$ cat config.mk
export PLATFORM = sky130hd
export DESIGN_NAME = sfs_top
export DESIGN_NICKNAME = d
export VERILOG_FILES = /design/src/sfs_pkg.sv /design/src/sfs_shift.sv /design/src/sfs_sync.sv /design/src/sfs_top.sv
export VERILOG_INCLUDE_DIRS = /design/src /design/src/src
export SDC_FILE = /design/constraint.sdc
export NUM_CORES = 1
export LEC_CHECK = 0
export BUFFER_PORTS_ARGS = -buffer_cell sky130_fd_sc_hd__buf_2
export CAP_MARGIN = 5
export CORE_MARGIN = 4
export CORE_UTILIZATION = 48
export CTS_BUF_LIST = sky130_fd_sc_hd__clkbuf_4
export DETAILED_ROUTE_END_ITERATION = 12
export PLACE_DENSITY = 0.8
export SKIP_CTS_REPAIR_TIMING = 1
export SLEW_MARGIN = 25
export SYNTH_ARGS = -nofsm -noshare
export SYNTH_HDL_FRONTEND = slang
export SYNTH_SLANG_ARGS = --single-unit
$ cat constraint.sdc
create_clock -name ref_clk -period 2.5 [get_ports ref_clk]
set_input_delay 0.375 -clock ref_clk [delete_from_list [all_inputs] [get_ports ref_clk]]
set_output_delay 0.375 -clock ref_clk [all_outputs]
set_load 0.005 [all_outputs]
$ cat src/sfs_params.svh
// Offsets, field positions, reset values and timing counts of the shared flash select block
`ifndef SFS_PARAMS_SVH
`define SFS_PARAMS_SVH

// ----------------------------------------------------------------
// Register offsets
// ----------------------------------------------------------------
`define SFS_OFS_CTRL        8'h00
`define SFS_OFS_PARK        8'h04
`define SFS_OFS_DATA        8'h08
`define SFS_OFS_STATUS      8'h0C

// ----------------------------------------------------------------
// Field positions
// ----------------------------------------------------------------
`define SFS_CTRL_DRIVE      0
`define SFS_CTRL_SELECT     1
`define SFS_CTRL_VS_LSB     4
`define SFS_CTRL_VS_OE      7

// ----------------------------------------------------------------
// Reset values and commands
// ----------------------------------------------------------------
`define SFS_CTRL_RESET      8'h00
`define SFS_PARK_RESET      5'h1E
`define SFS_VS_PLAIN        3'h7
`define SFS_CMD_READ        8'h03
`define SFS_CMD_FAST_READ   8'h0B
`define SFS_ADDR_BYTES      8'h03

// ----------------------------------------------------------------
// Timing
// ----------------------------------------------------------------
`define SFS_CLK_PERIOD_NS   100
`define SFS_SCLK_HALF_NS    500
`define SFS_SCLK_HALF_CYC   ((`SFS_SCLK_HALF_NS + `SFS_CLK_PERIOD_NS - 1) / `SFS_CLK_PERIOD_NS)
`define SFS_STRAP_WAIT      2'h3

`endif

$ cat src/sfs_pkg.sv
// Types shared by the shared flash select block
`default_nettype none
package sfs_pkg;

    typedef enum logic [5:0] {
        SFS_ST_WAIT = 6'b000001,
        SFS_ST_CMD  = 6'b000010,
        SFS_ST_ADDR = 6'b000100,
        SFS_ST_DATA = 6'b001000,
        SFS_ST_PAR  = 6'b010000,
        SFS_ST_DONE = 6'b100000
    } sfs_state_t;

    typedef struct packed {
        logic dac_select;
        logic preamp_select;
        logic parallel_flash_enable;
        logic platform_init;
        logic adc_convert;
    } sfs_park_t;

    typedef struct packed {
        logic       vs_oe;
        logic [2:0] vs;
        logic [1:0] spare;
        logic       select;
        logic       drive;
    } sfs_ctrl_t;

endpackage
`default_nettype wire

$ cat src/sfs_shift.sv
// Byte shifter for the flash serial bus, mode 0
`default_nettype none
module sfs_shift #(
    parameter int HALF = 5
) (
    input  wire logic       ref_clk,
    input  wire logic       nrst,
    input  wire logic       start,
    input  wire logic [7:0] tx,
    input  wire logic       miso,
    output logic            sclk,
    output logic            mosi,
    output logic            busy,
    output logic            done,
    output logic      [7:0] rx
);
    localparam int XFER = 16 * HALF;
    localparam logic [7:0] HALF_LAST = 8'(HALF - 1);

    logic [7:0] sh;
    logic [2:0] bits;
    logic [7:0] cnt;
    wire        tick = (cnt == HALF_LAST);

    always_ff @(posedge ref_clk or negedge nrst) begin
        if (!nrst) begin
            sclk <= 1'b0;
            mosi <= 1'b0;
            busy <= 1'b0;
            done <= 1'b0;
            rx   <= 8'h00;
            sh   <= 8'h00;
            bits <= 3'h0;
            cnt  <= 8'h00;
        end else begin
            done <= 1'b0;
            if (!busy) begin
                if (start) begin
                    busy <= 1'b1;
                    sh   <= tx;
                    mosi <= tx[7];
                    bits <= 3'h0;
                    cnt  <= 8'h00;
                end
            end else if (tick) begin
                cnt <= 8'h00;
                if (!sclk) begin
                    sclk <= 1'b1;
                    rx   <= {rx[6:0], miso};
                end else begin
                    sclk <= 1'b0;
                    if (bits == 3'h7) begin
                        busy <= 1'b0;
                        done <= 1'b1;
                    end else begin
                        bits <= bits + 3'h1;
                        sh   <= {sh[6:0], 1'b0};
                        mosi <= sh[6];
                    end
                end
            end else begin
                cnt <= cnt + 8'h01;
            end
        end
    end

    msb_first_a: assert property (@(posedge ref_clk) disable iff (!nrst)
        (start && !busy) |=> (mosi == $past(tx[7])) && busy)
        else $error("shifter did not present the top bit first");

    xfer_len_a: assert property (@(posedge ref_clk) disable iff (!nrst)
        (start && !busy) |=> ##XFER done)
        else $error("byte transfer did not finish after sixteen half periods");
endmodule // sfs_shift
`default_nettype wire

$ cat src/sfs_sync.sv
// Two-flop synchroniser for pin inputs
`default_nettype none
module sfs_sync #(
    parameter int WIDTH = 1
) (
    input  wire logic             ref_clk,
    input  wire logic             nrst,
    input  wire logic [WIDTH-1:0] d,
    output logic      [WIDTH-1:0] q
);
    logic [WIDTH-1:0] meta;

    always_ff @(posedge ref_clk or negedge nrst) begin
        if (!nrst) begin
            meta <= '0;
            q    <= '0;
        end else begin
            meta <= d;
            q    <= meta;
        end
    end
endmodule // sfs_sync
`default_nettype wire

$ cat src/sfs_top.sv
// Shared flash select, configuration read engine and APB register slave
`default_nettype none
`include "sfs_params.svh"
module sfs_top #(
    parameter int          CFG_BYTES = 4,
    parameter logic [19:0] CFG_WORDS = 20'h60000
) (
    input  wire logic             ref_clk,
    input  wire logic             nrst,
    input  wire logic             psel,
    input  wire logic             penable,
    input  wire logic             pwrite,
    input  wire logic [7:0]       paddr,
    input  wire logic [31:0]      pwdata,
    output logic      [31:0]      prdata,
    output logic                  pready,
    output logic                  pslverr,
    input  wire logic             parallel_config_mode,
    input  wire logic [2:0]       variant_select_in,
    output logic      [2:0]       variant_select_out,
    output logic                  variant_select_oe,
    output logic                  spi_sclk,
    output logic                  spi_sclk_oe,
    output logic                  spi_mosi,
    output logic                  spi_mosi_oe,
    input  wire logic             spi_miso,
    output logic                  config_flash_select_n,
    output logic                  config_flash_select_oe,
    output sfs_pkg::sfs_park_t    park,
    output logic                  cfg_done
);
    localparam int HALF = `SFS_SCLK_HALF_CYC;
    localparam logic [7:0] DATA_LAST = 8'(CFG_BYTES - 1);
    localparam logic [7:0] ADDR_LAST = `SFS_ADDR_BYTES - 8'h01;

    // ----------------------------------------------------------------
    // Pin synchronisers
    // ----------------------------------------------------------------
    logic [4:0] pin_s;
    wire        miso_s = pin_s[0];
    wire  [2:0] vs_s   = pin_s[3:1];
    wire        mode_s = pin_s[4];

    sfs_sync #(.WIDTH(5)) u_sync (
        .ref_clk (ref_clk),
        .nrst    (nrst),
        .d       ({parallel_config_mode, variant_select_in, spi_miso}),
        .q       (pin_s)
    );

    // ----------------------------------------------------------------
    // State
    // ----------------------------------------------------------------
    sfs_pkg::sfs_state_t state;
    sfs_pkg::sfs_ctrl_t  ctrl;
    sfs_pkg::sfs_park_t  park_r;
    logic [1:0]          wait_cnt;
    logic [7:0]          byte_cnt;
    logic                cfg_start;
    logic [7:0]          cfg_tx;
    logic [2:0]          vs_cap;
    logic [7:0]          read_cmd;
    logic [7:0]          last_byte;
    logic [19:0]         par_addr;
    logic                par_mode;
    logic                user_start;
    logic [7:0]          user_tx;

    // ----------------------------------------------------------------
    // Shifter
    // ----------------------------------------------------------------
    logic       sh_sclk;
    logic       sh_mosi;
    logic       sh_busy;
    logic       sh_done;
    logic [7:0] sh_rx;
    wire        done_st = (state == sfs_pkg::SFS_ST_DONE);

    sfs_shift #(.HALF(HALF)) u_shift (
        .ref_clk (ref_clk),
        .nrst    (nrst),
        .start   (done_st ? user_start : cfg_start),
        .tx      (done_st ? user_tx : cfg_tx),
        .miso    (miso_s),
        .sclk    (sh_sclk),
        .mosi    (sh_mosi),
        .busy    (sh_busy),
        .done    (sh_done),
        .rx      (sh_rx)
    );

    function automatic logic [7:0] sfs_read_cmd(input logic [2:0] vs);
        sfs_read_cmd = (vs == `SFS_VS_PLAIN) ? `SFS_CMD_READ : `SFS_CMD_FAST_READ;
    endfunction

    // ----------------------------------------------------------------
    // Configuration sequence
    // ----------------------------------------------------------------
    wire serial_xfer = (state == sfs_pkg::SFS_ST_CMD) || (state == sfs_pkg::SFS_ST_ADDR) ||
                       (state == sfs_pkg::SFS_ST_DATA);
    wire serial_cfg  = serial_xfer || (state == sfs_pkg::SFS_ST_WAIT);

    always_ff @(posedge ref_clk or negedge nrst) begin
        if (!nrst) begin
            state     <= sfs_pkg::SFS_ST_WAIT;
            wait_cnt  <= 2'h0;
            byte_cnt  <= 8'h00;
            cfg_start <= 1'b0;
            cfg_tx    <= 8'h00;
            vs_cap    <= 3'h0;
            read_cmd  <= 8'h00;
            last_byte <= 8'h00;
            par_addr  <= 20'h00000;
            par_mode  <= 1'b0;
        end else begin
            cfg_start <= 1'b0;
            case (state)
                sfs_pkg::SFS_ST_WAIT: begin
                    if (wait_cnt != `SFS_STRAP_WAIT) begin
                        wait_cnt <= wait_cnt + 2'h1;
                    end else if (mode_s) begin
                        par_mode <= 1'b1;
                        state    <= sfs_pkg::SFS_ST_PAR;
                    end else begin
                        vs_cap    <= vs_s;
                        read_cmd  <= sfs_read_cmd(vs_s);
                        cfg_tx    <= sfs_read_cmd(vs_s);
                        cfg_start <= 1'b1;
                        state     <= sfs_pkg::SFS_ST_CMD;
                    end
                end
                sfs_pkg::SFS_ST_CMD: begin
                    if (sh_done) begin
                        cfg_tx    <= 8'h00;
                        cfg_start <= 1'b1;
                        byte_cnt  <= 8'h00;
                        state     <= sfs_pkg::SFS_ST_ADDR;
                    end
                end
                sfs_pkg::SFS_ST_ADDR: begin
                    if (sh_done) begin
                        cfg_start <= 1'b1;
                        byte_cnt  <= (byte_cnt == ADDR_LAST) ? 8'h00 : byte_cnt + 8'h01;
                        if (byte_cnt == ADDR_LAST) begin
                            state <= sfs_pkg::SFS_ST_DATA;
                        end
                    end
                end
                sfs_pkg::SFS_ST_DATA: begin
                    if (sh_done) begin
                        last_byte <= sh_rx;
                        byte_cnt  <= byte_cnt + 8'h01;
                        if (byte_cnt == DATA_LAST) begin
                            state <= sfs_pkg::SFS_ST_DONE;
                        end else begin
                            cfg_start <= 1'b1;
                        end
                    end
                end
                sfs_pkg::SFS_ST_PAR: begin
                    par_addr <= par_addr + 20'h00001;
                    if (par_addr == CFG_WORDS - 20'h00001) begin
                        state <= sfs_pkg::SFS_ST_DONE;
                    end
                end
                sfs_pkg::SFS_ST_DONE: begin
                    state <= sfs_pkg::SFS_ST_DONE;
                end
                default: begin
                    state <= sfs_pkg::SFS_ST_WAIT;
                end
            endcase
        end
    end

    // ----------------------------------------------------------------
    // APB decode
    // ----------------------------------------------------------------
    wire        apb_acc   = psel & penable & ~pready;
    wire        apb_fin   = psel & penable & pready;
    wire        hit_ctrl  = (paddr == `SFS_OFS_CTRL);
    wire        hit_park  = (paddr == `SFS_OFS_PARK);
    wire        hit_data  = (paddr == `SFS_OFS_DATA);
    wire        hit_stat  = (paddr == `SFS_OFS_STATUS);
    wire        flash_sel = ctrl.select | ~config_flash_select_n | sh_busy;
    wire        park_lock = flash_sel | ~done_st;
    wire        data_lock = sh_busy | user_start | ~done_st;
    wire        bad_write = pwrite & ((hit_park & park_lock) | (hit_data & data_lock) | hit_stat);
    wire        unmapped  = ~(hit_ctrl | hit_park | hit_data | hit_stat);
    wire        apb_err   = unmapped | bad_write;
    wire        wr_ok     = apb_fin & pwrite & ~pslverr;
    wire [31:0] stat_word = {8'h00, last_byte, read_cmd, 1'b0, vs_cap, 1'b0, par_mode, sh_busy, done_st};
    wire [31:0] rd_word   = hit_ctrl ? {24'h000000, ctrl} :
                            hit_park ? {27'h0000000, park_r} :
                            hit_data ? {24'h000000, sh_rx} :
                            hit_stat ? stat_word : 32'h00000000;

    always_ff @(posedge ref_clk or negedge nrst) begin
        if (!nrst) begin
            pready  <= 1'b0;
            pslverr <= 1'b0;
            prdata  <= 32'h00000000;
        end else begin
            pready  <= apb_acc;
            pslverr <= apb_acc & apb_err;
            prdata  <= (apb_acc & ~pwrite & ~unmapped) ? rd_word : 32'h00000000;
        end
    end

    // ----------------------------------------------------------------
    // Registers
    // ----------------------------------------------------------------
    always_ff @(posedge ref_clk or negedge nrst) begin
        if (!nrst) begin
            ctrl       <= `SFS_CTRL_RESET;
            park_r     <= `SFS_PARK_RESET;
            user_start <= 1'b0;
            user_tx    <= 8'h00;
        end else begin
            user_start <= wr_ok & hit_data;
            if (wr_ok & hit_ctrl) begin
                ctrl <= pwdata[7:0];
            end
            if (wr_ok & hit_park) begin
                park_r <= pwdata[4:0];
            end
            if (wr_ok & hit_data) begin
                user_tx <= pwdata[7:0];
            end
        end
    end

    // ----------------------------------------------------------------
    // Pin outputs
    // ----------------------------------------------------------------
    wire       next_select_n = serial_xfer ? 1'b0 : (done_st ? ~ctrl.select : 1'b1);
    wire       next_spi_oe   = serial_cfg | (done_st & ctrl.drive);
    wire [2:0] next_vs_out   = (state == sfs_pkg::SFS_ST_PAR) ? par_addr[19:17] : ctrl.vs;
    wire       next_vs_oe    = (state == sfs_pkg::SFS_ST_PAR) | (done_st & ctrl.vs_oe);

    always_ff @(posedge ref_clk or negedge nrst) begin
        if (!nrst) begin
            spi_sclk               <= 1'b0;
            spi_mosi               <= 1'b0;
            spi_sclk_oe            <= 1'b0;
            spi_mosi_oe            <= 1'b0;
            config_flash_select_n  <= 1'b1;
            config_flash_select_oe <= 1'b0;
            variant_select_out     <= 3'h0;
            variant_select_oe      <= 1'b0;
            park                   <= `SFS_PARK_RESET;
            cfg_done               <= 1'b0;
        end else begin
            spi_sclk               <= sh_sclk;
            spi_mosi               <= sh_mosi;
            spi_sclk_oe            <= next_spi_oe;
            spi_mosi_oe            <= next_spi_oe;
            config_flash_select_n  <= next_select_n;
            config_flash_select_oe <= next_spi_oe;
            variant_select_out     <= next_vs_out;
            variant_select_oe      <= next_vs_oe;
            park                   <= park_r;
            cfg_done               <= done_st;
        end
    end

    // ----------------------------------------------------------------
    // Checks
    // ----------------------------------------------------------------
    release_pins_a: assert property (@(posedge ref_clk) disable iff (!nrst)
        (done_st && ctrl.drive) |=> (spi_sclk_oe && spi_mosi_oe && config_flash_select_oe))
        else $error("flash pins not handed to the application after configuration");

    vs_sample_a: assert property (@(posedge ref_clk) disable iff (!nrst)
        $rose(state == sfs_pkg::SFS_ST_CMD) |-> (vs_cap == $past(vs_s)) && !variant_select_oe)
        else $error("variant select not sampled at start of serial configuration");

    read_cmd_a: assert property (@(posedge ref_clk) disable iff (!nrst)
        (serial_xfer && vs_cap == `SFS_VS_PLAIN) |-> (read_cmd == `SFS_CMD_READ))
        else $error("all-ones variant select did not pick the plain read command");

    par_addr_a: assert property (@(posedge ref_clk) disable iff (!nrst)
        (state == sfs_pkg::SFS_ST_PAR) |=> variant_select_oe && (variant_select_out == $past(par_addr[19:17])))
        else $error("variant select pins not carrying upper parallel address");

    user_vs_a: assert property (@(posedge ref_clk) disable iff (!nrst)
        (done_st && $past(done_st)) |=> (variant_select_oe == $past(ctrl.vs_oe)) &&
                                        (variant_select_out == $past(ctrl.vs)))
        else $error("variant select pins not under user control after configuration");

    select_low_a: assert property (@(posedge ref_clk) disable iff (!nrst)
        (serial_xfer && sh_busy) |=> !config_flash_select_n [*2])
        else $error("flash select rose during a configuration access");
endmodule // sfs_top
`default_nettype wire

==> impl_metrics.tcl <==
set metrics [dict create \
    clkSinkCount 149 \
    initial_utilization_pct 49.26 \
    drive_gt1_share_pct 28.04 \
    worstSetupPathType "reg -> reg" \
    startpoint_type "flip-flop" \
    setup.worst_path.end_class "flip-flop" \
    cts_tree "done" \
    clk_latency_ps 550 \
    slew_headroom_pct 62.46 \
    port_buffers 62 \
    maxSlewViolCount 0 \
    synth_cell_type_count 58 \
    drc_errors 0 \
    regArea_um2 3741 \
    worstMarginPinSlew_ps 558.8 \
    coreArea_um2 13350 \
    drt-initial-drc-count 371 \
    async_reset_ff_share_pct 100.0 \
    syn-cell-area_um2 6575 \
    setup_violations 0 \
    vias 4543 \
    critical_path_required_ps 2960 \
    firstDrtPassIters 4 \
    grt.total_usage_pct 17.98 \
    synth_warnings 0 \
    layout_common_cells "dfrtp_1, buf_2, mux2_2, nand2_1, nand3_1" \
    vias_per_cell 5.493 \
    ys_ff_latch 149 \
    synth_cells 558 \
    setup_tns_ps 0 \
    power_density_nw_per_um2 814.2 \
    rsz0062_at_grt "no" \
    layout_commonest_cell "dfrtp_1" \
    cts_root_buf "clkbuf_4" \
    multi_input_area_um2 2606 \
    clk_pin_slew_ps 130 \
    max_freq_mhz 434.7 \
    grt_pass1_wl_mm 22.91 \
    dpl.cell_count 784 \
    fp.dieArea_um2 15640 \
    grt_start_max_net_pins 84 \
    dp_hpwl_mm 9.850 \
    avgSynthCellArea_um2 11.78 \
    antenna_left 0 \
    nNetsFinal 694 \
    rows 42 \
    period_share_pct 92.03 \
    vdd_ir_drop_max_mv 0.3167 \
    ys_seq_area_share_pct 56.90 \
    grt_pass1_vias 4652 \
    globalplace.congestion 0.8982 \
    max_cap_viol_count 0 \
    wl_per_cell_um 16.38 \
    synth-main-ff-cell "dfrtp_1" \
    numCtsBuffers 17 \
    synth_edf_count 0 \
    worstPathMaxFanout 12 \
    drt_wl_total_mm 13.54 \
    leakage_nw 3.591 \
    grt_remaining_overflow 0 \
    die_y_um 125.0 \
    hp-class "in -> reg" \
    arrival_ps 2760 \
    antenna_found_initial 3 \
    clock_skew_ps 19.82 \
    area_growth_syn_to_layout_pct 13.05 \
    status "completed" \
    htreeDepth 4 \
    die_width_um 125.0 \
    fin_cells 827 \
    min_period_ps 2301 \
    fillCellCount 1102 \
    finalHoldViolations 0 \
    ctsLongestPathBuffers 2 \
    ios 100 \
]
final timing paths:
check	startpoint	to	slack, ps	depth (start not counted)
max	state[1]	par_addr[17]	200	5
min	pwdata[1]	park_r[1]	90	2
max reg2reg	state[1]	par_addr[17]	200	5
min reg2reg	u_sync.meta[0]	u_sync.q[0]	360	0
max in group asynchronous	nrst	park[4]	1480	3
min in group asynchronous	nrst	byte_cnt[7]	250	2
cell usage after synthesis (4+ instances only):
cell type	number	share of area, %
dfrtp_1	139	53
or3_1	5	0.48
dfstp_2	10	4.0
buf_2	6	0.46
xnor2_1	7	0.93
o2bb2ai_1	4	0.53
o21ai_0	21	1.6
mux2_2	50	8.6
nor3_1	16	1.2
clkbuf_1	13	0.74
and3_1	4	0.38
a22oi_1	7	0.80
mux2i_1	15	2.3
inv_1	14	0.80
xor2_1	16	2.1
a221oi_1	4	0.53
nor4_1	8	0.76
nand4_1	8	0.76
and2_1	14	1.3
nand2b_1	4	0.38
or4_1	5	0.57
nand3_1	22	1.7
nor3b_1	6	0.69
a21oi_1	11	0.84
a31oi_1	5	0.48
nor2_1	16	0.91
nor2b_1	6	0.57
o31ai_1	5	0.57
ha_1	8	1.5
nand2_1	45	2.6
a21o_1	4	0.46
buf_4	17	1.9
logic make-up after synthesis:
kind of cell | synth area share, %
other | 0.05703
and+or+nand+nor | 15.00
adders and majority gates | 1.522
DFF | 56.90
AOI/OAI and AO/OA | 8.392
buffers and inverters | 4.225
muxes | 10.85
xor gates and xnor gates | 3.064
area by class of cell:
| cell class | count | area share, % |
|---|---|---|
| Sequential cell | 149 | 50.33 |
| Multi-Input combinational cell | 368 | 35.06 |
| Timing Repair Buffer | 86 | 7.221 |
| Tap cell | 176 | 2.962 |
| Clock inverter | 14 | 1.835 |
| Clock buffer | 18 | 1.818 |
| Inverter | 14 | 0.7070 |
| Antenna cell | 2 | 0.06733 |
flip-flops by register name (all words and copies together) (netlist names), 6 cells and up:
name and cells:
prdata 18, ctrl 8, u_shift.rx 8, user_tx 8, byte_cnt 8, u_shift.sh 7, u_shift.cnt 8, last_byte 8
par_addr 20, state 6
where the power goes:
group	internal, W	switching (W)	leakage (nW)
Sequential	0.00276	0.000364	1.94
Clock	0.000592	0.000848	0.133
Combinational	0.000694	0.000794	1.52
routing by layer:
metal  up-vias  global-route usage (%)  wire [um]
li1       2126                       -          -
met1      2291                   21.94       5822
met2        99                   29.86       6738
met3        25                   5.800        679
met4         2                   6.952        296
met5         -                       0          7
critical path, stage by stage, from the launching register on:
cell and delay [ps]:
dfrtp_1 500, nor4_2 350, buf_4 240, nand3_1 380, nor4_1 540, xor2_1 190
metrics by stage:
| step | setup slack, ps | area, um2 | total power [W] | util [%] | hold WS (ps) |
|---|---|---|---|---|---|
| 4_1_cts | -76.10 | 7328 | 0.006051 | 54.90 | -343.0 |
| 3_5_place_dp | -37.05 | 7057 | 0.004619 | 52.87 | 288.5 |
| 2_1_floorplan | 477.9 | 6620 | 0.004147 | - | 79.41 |
| 3_3_place_gp | -4.930 | 7057 | 0.004503 | 52.87 | 280.1 |
| 5_1_grt | 121.3 | 7431 | 0.006403 | 55.67 | 42.42 |
| 6_report | 199.4 | 7433 | 0.006052 | 55.69 | 93.46 |
No activity file was read; power rests on OpenSTA's default activity.
